===== config.mk =====
export PLATFORM = sky130hd
export DESIGN_NAME = clock_divider_ctrl
export DESIGN_NICKNAME = d
export VERILOG_FILES = /design/src/logic/clock_divider_pkg.sv /design/src/logic/clock_divider_ctrl.sv /design/src/logic/pulse_divider.sv
export VERILOG_INCLUDE_DIRS = /design/src /design/src/logic
export SDC_FILE = /design/constraint.sdc
export NUM_CORES = 1
export LEC_CHECK = 0
export ABC_AREA = 1
export BUFFER_PORTS_ARGS = -buffer_cell sky130_fd_sc_hd__buf_2
export CAP_MARGIN = 20
export CELL_PAD_IN_SITES_DETAIL_PLACEMENT = 2
export CELL_PAD_IN_SITES_GLOBAL_PLACEMENT = 2
export CORE_UTILIZATION = 32
export CTS_CLUSTER_SIZE = 20
export DETAILED_ROUTE_END_ITERATION = 10
export PLACE_DENSITY = 0.95
export SLEW_MARGIN = 20
export SYNTH_ARGS = -nofsm -noshare
export SYNTH_HDL_FRONTEND = slang
export SYNTH_SLANG_ARGS = --single-unit

===== constraint.sdc =====
create_clock -name pclk -period 6.2 [get_ports pclk]
set_input_delay 0.31 -clock pclk [delete_from_list [all_inputs] [get_ports pclk]]
set_output_delay 0.31 -clock pclk [all_outputs]
set_load 0.03 [all_outputs]

===== src/logic/clock_divider_defines.svh =====
// offsets, field positions, reset values and counts of the clock divider block
`ifndef CLOCK_DIVIDER_DEFINES_SVH
`define CLOCK_DIVIDER_DEFINES_SVH

`define CLKDIV_OFFSET          12'h000
`define MODULE_DISABLE_THREE_OFFSET            12'h004
`define MODULE_DISABLE_FOUR_OFFSET            12'h008
`define MODULE_DISABLE_SEVEN_OFFSET            12'h00C

`define CLKDIV_RESET           16'h3040
`define CLKDIV_WRITE_MASK      16'hFFDF
`define MODULE_DISABLE_THREE_WRITE_MASK        16'h0400
`define MODULE_DISABLE_FOUR_WRITE_MASK        16'h0008
`define MODULE_DISABLE_SEVEN_WRITE_MASK        16'h0300
`define PMD_RESET              16'h0000

`define ROI_BIT                15
`define DOZE_MSB               14
`define DOZE_LSB               12
`define CLOCK_REDUCTION_ENABLE_BIT              11
`define FRCDIV_MSB             10
`define FRCDIV_LSB             8
`define PLLPOST_MSB            7
`define PLLPOST_LSB            6
`define PLLPRE_MSB             4
`define PLLPRE_LSB             0

`define CMP_DISABLE_BIT        10
`define REFCLK_DISABLE_BIT     3
`define CMP2_DISABLE_BIT       9
`define CMP1_DISABLE_BIT       8

`define DIV_COUNT_WIDTH        8

`endif


===== src/logic/clock_divider_pkg.sv =====
// types shared by the clock divider block
package clock_divider_pkg;

  typedef logic [15:0] reg_word_t;
  typedef logic [2:0]  pow2_code_t;
  typedef logic [1:0]  post_code_t;
  typedef logic [4:0]  pre_code_t;

endpackage : clock_divider_pkg


===== src/logic/clock_divider_ctrl.sv =====
// clock divider, postscaler settings and module disable registers over apb
`timescale 1ns/100ps
`default_nettype none
`include "clock_divider_defines.svh"

module clock_divider_ctrl (
  input  wire logic                          pclk,
  input  wire logic                          presetn,
  input  wire logic                          por_n,
  input  wire logic                          psel,
  input  wire logic                          penable,
  input  wire logic                          pwrite,
  input  wire logic [11:0]                   paddr,
  input  wire logic [31:0]                   pwdata,
  output logic      [31:0]                   prdata,
  output logic                               pready,
  output logic                               pslverr,
  input  wire logic                          interrupt_event,
  input  wire logic                          instr_tick,
  input  wire logic                          rc_osc_tick,
  output logic                               cpu_tick,
  output logic                               rc_div_tick,
  output logic      [5:0]                    pll_in_div_factor,
  output logic      [3:0]                    pll_out_div_factor,
  output clock_divider_pkg::pow2_code_t      clock_reduction_ratio,
  output logic                               comparator_disable,
  output logic                               refclk_gen_disable,
  output logic                               comparator_two_disable,
  output logic                               comparator_one_disable
);
  import clock_divider_pkg::*;

  reg_word_t clkdiv;
  reg_word_t module_disable_three;
  reg_word_t module_disable_four;
  reg_word_t module_disable_seven;
  logic      irq_meta;
  logic      irq_sync;
  logic      write_access;
  logic      read_access;
  logic      known_addr;
  reg_word_t next_clkdiv;

  function automatic logic [8:0] pow2_div(input pow2_code_t code);
    pow2_div = 9'd1 << code;
  endfunction : pow2_div

  function automatic logic addr_hit(input logic [11:0] a);
    addr_hit = (a == `CLKDIV_OFFSET) || (a == `MODULE_DISABLE_THREE_OFFSET) ||
               (a == `MODULE_DISABLE_FOUR_OFFSET) || (a == `MODULE_DISABLE_SEVEN_OFFSET);
  endfunction : addr_hit

  assign write_access = psel && penable && pwrite;
  assign read_access  = psel && !penable && !pwrite;
  assign known_addr   = addr_hit(paddr);
  assign pready       = 1'b1;
  assign pslverr      = psel && penable && !known_addr;

  // interrupt comes from another part of the chip; synchronise it first
  always_ff @(posedge pclk or negedge presetn) begin
    if (!presetn) begin
      irq_meta <= 1'b0;
      irq_sync <= 1'b0;
    end else begin
      irq_meta <= interrupt_event;
      irq_sync <= irq_meta;
    end
  end

  always_comb begin
    next_clkdiv = clkdiv;
    if (write_access && paddr == `CLKDIV_OFFSET) begin
      next_clkdiv = pwdata[15:0] & `CLKDIV_WRITE_MASK;
    end
    // hardware clear wins over a same-cycle software set
    if (next_clkdiv[`ROI_BIT] && irq_sync) begin
      next_clkdiv[`CLOCK_REDUCTION_ENABLE_BIT] = 1'b0;
    end
  end

  // held through warm resets, loaded with 16'h3040 only by power-on
  always_ff @(posedge pclk or negedge por_n) begin
    if (!por_n) begin
      clkdiv <= `CLKDIV_RESET;
    end else begin
      clkdiv <= next_clkdiv;
    end
  end

  always_ff @(posedge pclk or negedge presetn) begin
    if (!presetn) begin
      module_disable_three <= `PMD_RESET;
      module_disable_four <= `PMD_RESET;
      module_disable_seven <= `PMD_RESET;
    end else if (write_access) begin
      if (paddr == `MODULE_DISABLE_THREE_OFFSET) begin
        module_disable_three <= pwdata[15:0] & `MODULE_DISABLE_THREE_WRITE_MASK;
      end
      if (paddr == `MODULE_DISABLE_FOUR_OFFSET) begin
        module_disable_four <= pwdata[15:0] & `MODULE_DISABLE_FOUR_WRITE_MASK;
      end
      if (paddr == `MODULE_DISABLE_SEVEN_OFFSET) begin
        module_disable_seven <= pwdata[15:0] & `MODULE_DISABLE_SEVEN_WRITE_MASK;
      end
    end
  end

  always_ff @(posedge pclk or negedge presetn) begin
    if (!presetn) begin
      prdata <= 32'h0000_0000;
    end else if (read_access) begin
      unique case (paddr)
        `CLKDIV_OFFSET: prdata <= {16'h0000, clkdiv};
        `MODULE_DISABLE_THREE_OFFSET:   prdata <= {16'h0000, module_disable_three};
        `MODULE_DISABLE_FOUR_OFFSET:   prdata <= {16'h0000, module_disable_four};
        `MODULE_DISABLE_SEVEN_OFFSET:   prdata <= {16'h0000, module_disable_seven};
        default:        prdata <= 32'h0000_0000;
      endcase
    end
  end

  // code 111 is reserved; treat it as the largest ratio
  always_comb begin
    clock_reduction_ratio = 3'd0;
    if (clkdiv[`CLOCK_REDUCTION_ENABLE_BIT]) begin
      clock_reduction_ratio = clkdiv[`DOZE_MSB:`DOZE_LSB];
    end
    if (clock_reduction_ratio == 3'd7) begin
      clock_reduction_ratio = 3'd6;
    end
  end

  pulse_divider cpu_div (
    .pclk     (pclk),
    .presetn  (presetn),
    .src_tick (instr_tick),
    .divisor  (pow2_div(clock_reduction_ratio)),
    .out_tick (cpu_tick)
  );

  logic [8:0] rc_divisor;

  always_comb begin
    rc_divisor = pow2_div(clkdiv[`FRCDIV_MSB:`FRCDIV_LSB]);
    if (clkdiv[`FRCDIV_MSB:`FRCDIV_LSB] == 3'd7) begin
      rc_divisor = 9'd256;
    end
  end

  pulse_divider rc_div (
    .pclk     (pclk),
    .presetn  (presetn),
    .src_tick (rc_osc_tick),
    .divisor  (rc_divisor),
    .out_tick (rc_div_tick)
  );

  always_ff @(posedge pclk or negedge presetn) begin
    if (!presetn) begin
      pll_in_div_factor <= 6'd2;
    end else begin
      pll_in_div_factor <= {1'b0, clkdiv[`PLLPRE_MSB:`PLLPRE_LSB]} + 6'd2;
    end
  end

  always_ff @(posedge pclk or negedge presetn) begin
    if (!presetn) begin
      pll_out_div_factor <= 4'd4;
    end else begin
      unique case (clkdiv[`PLLPOST_MSB:`PLLPOST_LSB])
        2'b00:   pll_out_div_factor <= 4'd2;
        2'b01:   pll_out_div_factor <= 4'd4;
        default: pll_out_div_factor <= 4'd8;
      endcase
    end
  end

  always_ff @(posedge pclk or negedge presetn) begin
    if (!presetn) begin
      comparator_disable     <= 1'b0;
      refclk_gen_disable     <= 1'b0;
      comparator_two_disable <= 1'b0;
      comparator_one_disable <= 1'b0;
    end else begin
      comparator_disable     <= module_disable_three[`CMP_DISABLE_BIT];
      refclk_gen_disable     <= module_disable_four[`REFCLK_DISABLE_BIT];
      comparator_two_disable <= module_disable_seven[`CMP2_DISABLE_BIT];
      comparator_one_disable <= module_disable_seven[`CMP1_DISABLE_BIT];
    end
  end

endmodule : clock_divider_ctrl
`default_nettype wire


===== src/logic/pulse_divider.sv =====
// divide-by-n clock enable generator, n given as a count
`timescale 1ns/100ps
`default_nettype none
`include "clock_divider_defines.svh"

module pulse_divider (
  input  wire logic                        pclk,
  input  wire logic                        presetn,
  input  wire logic                        src_tick,
  input  wire logic [`DIV_COUNT_WIDTH:0]   divisor,
  output logic                             out_tick
);

  logic [`DIV_COUNT_WIDTH:0] count;

  // divisor of one passes every source tick straight through
  always_ff @(posedge pclk or negedge presetn) begin
    if (!presetn) begin
      count <= '0;
    end else if (src_tick) begin
      if (count + 9'd1 >= divisor) begin
        count <= '0;
      end else begin
        count <= count + 9'd1;
      end
    end
  end

  assign out_tick = src_tick && (count + 9'd1 >= divisor);

endmodule : pulse_divider
`default_nettype wire


* Word level (Yosys, flattened, before mapping)
Cells that the tools add are included.
** Storage, ports and cells
- Register bits :: 85
- Bits in latches :: 0
- Memory bits (writable) :: 0
- ROM bits :: 0
- Input port bits :: 53
- Word-level logic and storage cells :: 60
- Memories :: 0
** Cells by class
- Add/sub/neg operators :: 3
- Multipliers :: 0
- Divide/modulo/power cells :: 0
- Order comparisons :: 2
- Equality and inequality tests :: 6
- Shift-type cells :: 2
- Muxes and demuxes :: 9
- Bitwise logic cells :: 0
- Reduce and logical (&&, ||, !) cells :: 21
** Operators with widths (number)
- one-hot mux 16 bit (4 select lines) :: 1
- two-way mux 9 bit :: 3
- == test 12 x 4 -> 1 bit, second input constant :: 2
- adder 9 x 1 -> 9 bit, second input constant :: 2
- greater-or-equal comparator 9 bit :: 2
- << shifter 1 x 3 -> 9 bit, first input constant :: 2
- two-way mux 16 bit :: 1
- == test 12 x 3 -> 1 bit, second input constant :: 1
- zero test 12 bit :: 1
- logical AND 1 bit :: 9
- one-hot mux 4 bit (2 select lines) :: 1
- adder 5 x 2 -> 6 bit, second input constant :: 1
- == test 3 bit, second input constant :: 2
- two-way mux 3 bit :: 2
- AND reduction 2 bit :: 3
- zero test 1 bit :: 3
- logical OR 1 bit :: 3
- == test 2 x 1 -> 1 bit, second input constant :: 1
- zero test 2 bit :: 1
- nonzero test 2 bit :: 1
- two-way mux 1 bit :: 1

* Longest topological paths before layout
- Depth after elaboration :: 6
- Gate-level depth with buffers :: 15
- Mapped depth without buffers :: 15

* Hierarchy
Synthesis repeated with hierarchy kept, for this count alone.
** Unflattened totals
- Cell total of the unflattened synthesis :: 489
- Area total of the unflattened synthesis :: 4058.9 um2
** Modules (own cells, without submodules)
- clock_divider_ctrl :: instances 1, cells an instance 247, area each 2397.3 um2, sequential area each 1232.4 um2
- pulse_divider :: instances 2, cells an instance 121, area each 830.8 um2, sequential area each 225.2 um2

* Worst setup path after synthesis
Ideal clock, no wire load.
- Path kind :: register to output
- Start point :: reg cpu_div.count[0]
- End point :: out cpu_tick
- Data arrival time :: 2054 ps
- Setup slack :: 3836 ps
- Cell stages (with the launch flop) :: 9
- Path buffers :: 0
- Cell sequence :: dfrtp_1 > ha_1 > nand3_2 > nor2_4 > xnor2_1 > inv_1 > ha_1 > nand3_1 > a21oi_1
** Between the ends
- Word-level cells in the longest chain between the ends :: 3
** Ends and longest elaborated chain
- start, declared :: line pulse_divider.sv:14 : logic [`DIV_COUNT_WIDTH:0] count;
- start signal, assigned :: line pulse_divider.sv:24 : count <= count + 9'd1;
- adder 9 x 1 -> 9 bit :: line pulse_divider.sv:29 : assign out_tick = src_tick && (count + 9'd1 >= divisor);
- greater-or-equal comparator 9 bit :: line pulse_divider.sv:29
- logical AND 1 bit :: line pulse_divider.sv:29
- end, declared :: line clock_divider_ctrl.sv:21 : output logic cpu_tick,
Every way passes these cells.

* Final worst setup path
Ends and elaborated chain as after synthesis.

==> out/qor.txt <==
worst r2r path cells = 10
Tcrit/Tclk final = 48.5%
synth cell count leaders = nand2_1 (98), dfrtp_1 (62), inv_1 (47)
syn_area_per_cell = 8.74 um^2
vias per std cell = 4.86
clock latency on the worst-skew pair = 370 ps
Area Growth Syn to Fin = 18.1%
RR Startpoint = rc_div.count[0]
crit path max fanout = 8
1st-pass router iterations = 4
r2r setup slk = 3790 ps
Min Clock Period, post-route = 3010 ps
synth warn = 0
routed length per instance = 17.0 um
CTS tree = yes
via count = 3036
Final nets = 551
Req. time, crit path = 5890 ps
Setup Skew = 9.15 ps
port bufs = 69
Worst Setup End Kind = output port
CP top delay family = simple AND/OR/NAND/NOR gates
Fmax = 333 MHz
final setup violation count = 0
P_leak = 2.22 nW
Worst Tran Pin Value = 692 ps
HP Start = interrupt_event
#FFs+latches synth = 67
status = finished clean
delay of the slowest critical-path stage = 440 ps
largest net degree at the start of global routing = 53
first-pass GRT wire length = 17.3 mm
Syn Std Cell Area = 0.00358 mm^2
setup TNS = 0 ps
ratio of cells with drive above 1 in the final layout = 23.9%
Post-synth EDFFs = 0
Synth top area share = 43.4%
H-Tree Depth = 3
placed cell count = 608
WP buf/inv = 2
die span in x = 108 um
WS Path Type = register to output port
CP Launch Type = register
area leader, netlist = dfrtp_1
row count = 38
WHS Endpoint = irq_meta
Post-CTS Setup Bufs = 0
R2R Path End = rc_div.count[1]
core area = 0.0108 mm^2
VDD IR max = 0.0000880 V
Tightest Hold Check Type = input pin to register
Routed Antenna Nets = 0
CTS Buf Count = 9
synth top area cells = dfrtp_1 (43%), nand2_1 (10%), ha_1 (6.3%)
PD cells = 268 mW/mm^2
CP max stage cell = dfrtp_1
Post-Layout Cell Count = 625
Worst slew margin = 53.8%
Main synth FF type = dfrtp_1
cells along the critical path = ha_1, nand3_2, nor2_4, xnor2_1, inv_1, ha_1, a21oi_1, nand3_2, nor2_4, a21oi_1, buf_2
number of distinct library cells after synthesis = 35
root buffer cell = clkbuf_8
final hold vios = 0
Max-Cap Viols = 0
Die Ht = 108 um
# resized after CTS = 0
clock buffer depth = 2
hold path depth = 1
DRT Wirelength = 10.6 mm
Antenna diodes = 0
RD Place Congestion = 0.742
Detailed Place HPWL = 7.65 mm
count leader, synth = nand2_1
RSZ-0062 raised after global routing = false
FFs w/ async S/R, synth = 100%
All-Layer GR Usage = 19.7%
DIE AREA = 0.0116 mm^2
clk sinks = 67
number of global-route vias before repair = 3466
Gate Count Post-Synth = 409
drt initial violations = 117
Initial Util = 33.0%
critical path arrival = 2700 ps
Slew Viols, Final = 0
Clock transition at path regs = 80 ps
total grt overflow = 0
I/O pin count = 106
register area share after synthesis = 47.1%
initial antenna violation count = 0
DRC = 0
per-layer routing:
metal | routed length (um) | track usage, %
met5 | 0 | 0
met4 | 174 | 6.56
met3 | 394 | 4.36
met2 | 5700 | 36.7
met1 | 4330 | 21.9
where the power goes:
group	total (mW)	switching, mW	internal [mW]
Combinational	0.230	0.158	0.0721
Clock	0.425	0.196	0.229
Sequential	0.477	0.0203	0.456
through the flow:
stage / area, um^2 / utilization [%] / setup slack, ps / power [mW] / hold WS, ps
finish: 4220 / 39.0 / 3190 / 1.13 / 49.2
global route: 4220 / 39.0 / 2940 / 1.19 / 38.3
CTS: 4220 / 38.9 / 3150 / 1.15 / 36.5
detailed placement: 3990 / 36.8 / 3570 / 0.705 / 254
global placement: 3990 / 36.8 / 3670 / 0.680 / 247
floorplan: 3640 / - / 3840 / 0.635 / 14.4
sequential cells by signal, summed over array words and instances (netlist names):
signal and flops:
prdata 15, pll_out_div_factor 3, refclk_gen_disable 1, comparator_two_disable 1
pll_in_div_factor 6, comparator_disable 1, irq_meta 1, cpu_div.count 9
clkdiv 15, comparator_one_disable 1, module_disable_four 1, irq_sync 1
module_disable_three 1, module_disable_seven 2, rc_div.count 9
how the worst max path moves through the flow:
| stage | endpoint | from | depth (start not counted) |
|---|---|---|---|
| 6_report | cpu_tick | cpu_div.count[0] | 11 |
| 5_1_grt | cpu_tick | cpu_div.count[0] | 11 |
| 4_1_cts | cpu_tick | cpu_div.count[0] | 11 |
| 3_5_place_dp | cpu_tick | cpu_div.count[0] | 11 |
| 3_3_place_gp | cpu_tick | cpu_div.count[0] | 11 |
| 2_1_floorplan | cpu_tick | cpu_div.count[0] | 8 |
worst register-to-register path, cell delays in order (launching register included):
cell,delay [ps]
dfrtp_1,420
ha_1,220
nand3_1,160
nor2_1,220
xor2_1,260
ha_1,310
a21oi_1,190
nand3_1,150
nand2_2,120
nand2_4,100
a21oi_1,170
repair_timing:
item / CTS / global route
hold endpoints to repair: 12 / 0
endpoints found under the setup margin: 0 / 0
hold buffers: 1 / 0
final cells by class:
type	count	area [um^2]
multi-input combinational	283	1600
clock buffer	9	124
timing repair buffer	71	363
tap	140	175
clock inverter	7	98.8
fill	1254	6620
sequential	67	1680
inverter	48	180
cell families after synthesis:
family,synth area share (%)
multiplexers,2.13
XOR/XNOR,3.39
AO/OA/AOI/OAI,8.78
adder cells (fa/ha/maj),6.30
AND/OR/NAND/NOR,22.0
other,0.210
flip-flops,47.1
buffers and inverters,10.1
layout by cell type (no fill, tap or decap), types with 9 or more instances in the layout:
master	n
clkbuf_8	9
o31ai_1	11
o21ai_0	25
xor2_1	9
nor2_1	18
buf_2	69
conb_1	19
nand3_1	24
dfrtp_1	62
inv_1	47
ha_1	18
a21oi_1	15
nand2_1	98
No activity file was read; power rests on OpenSTA's default activity.
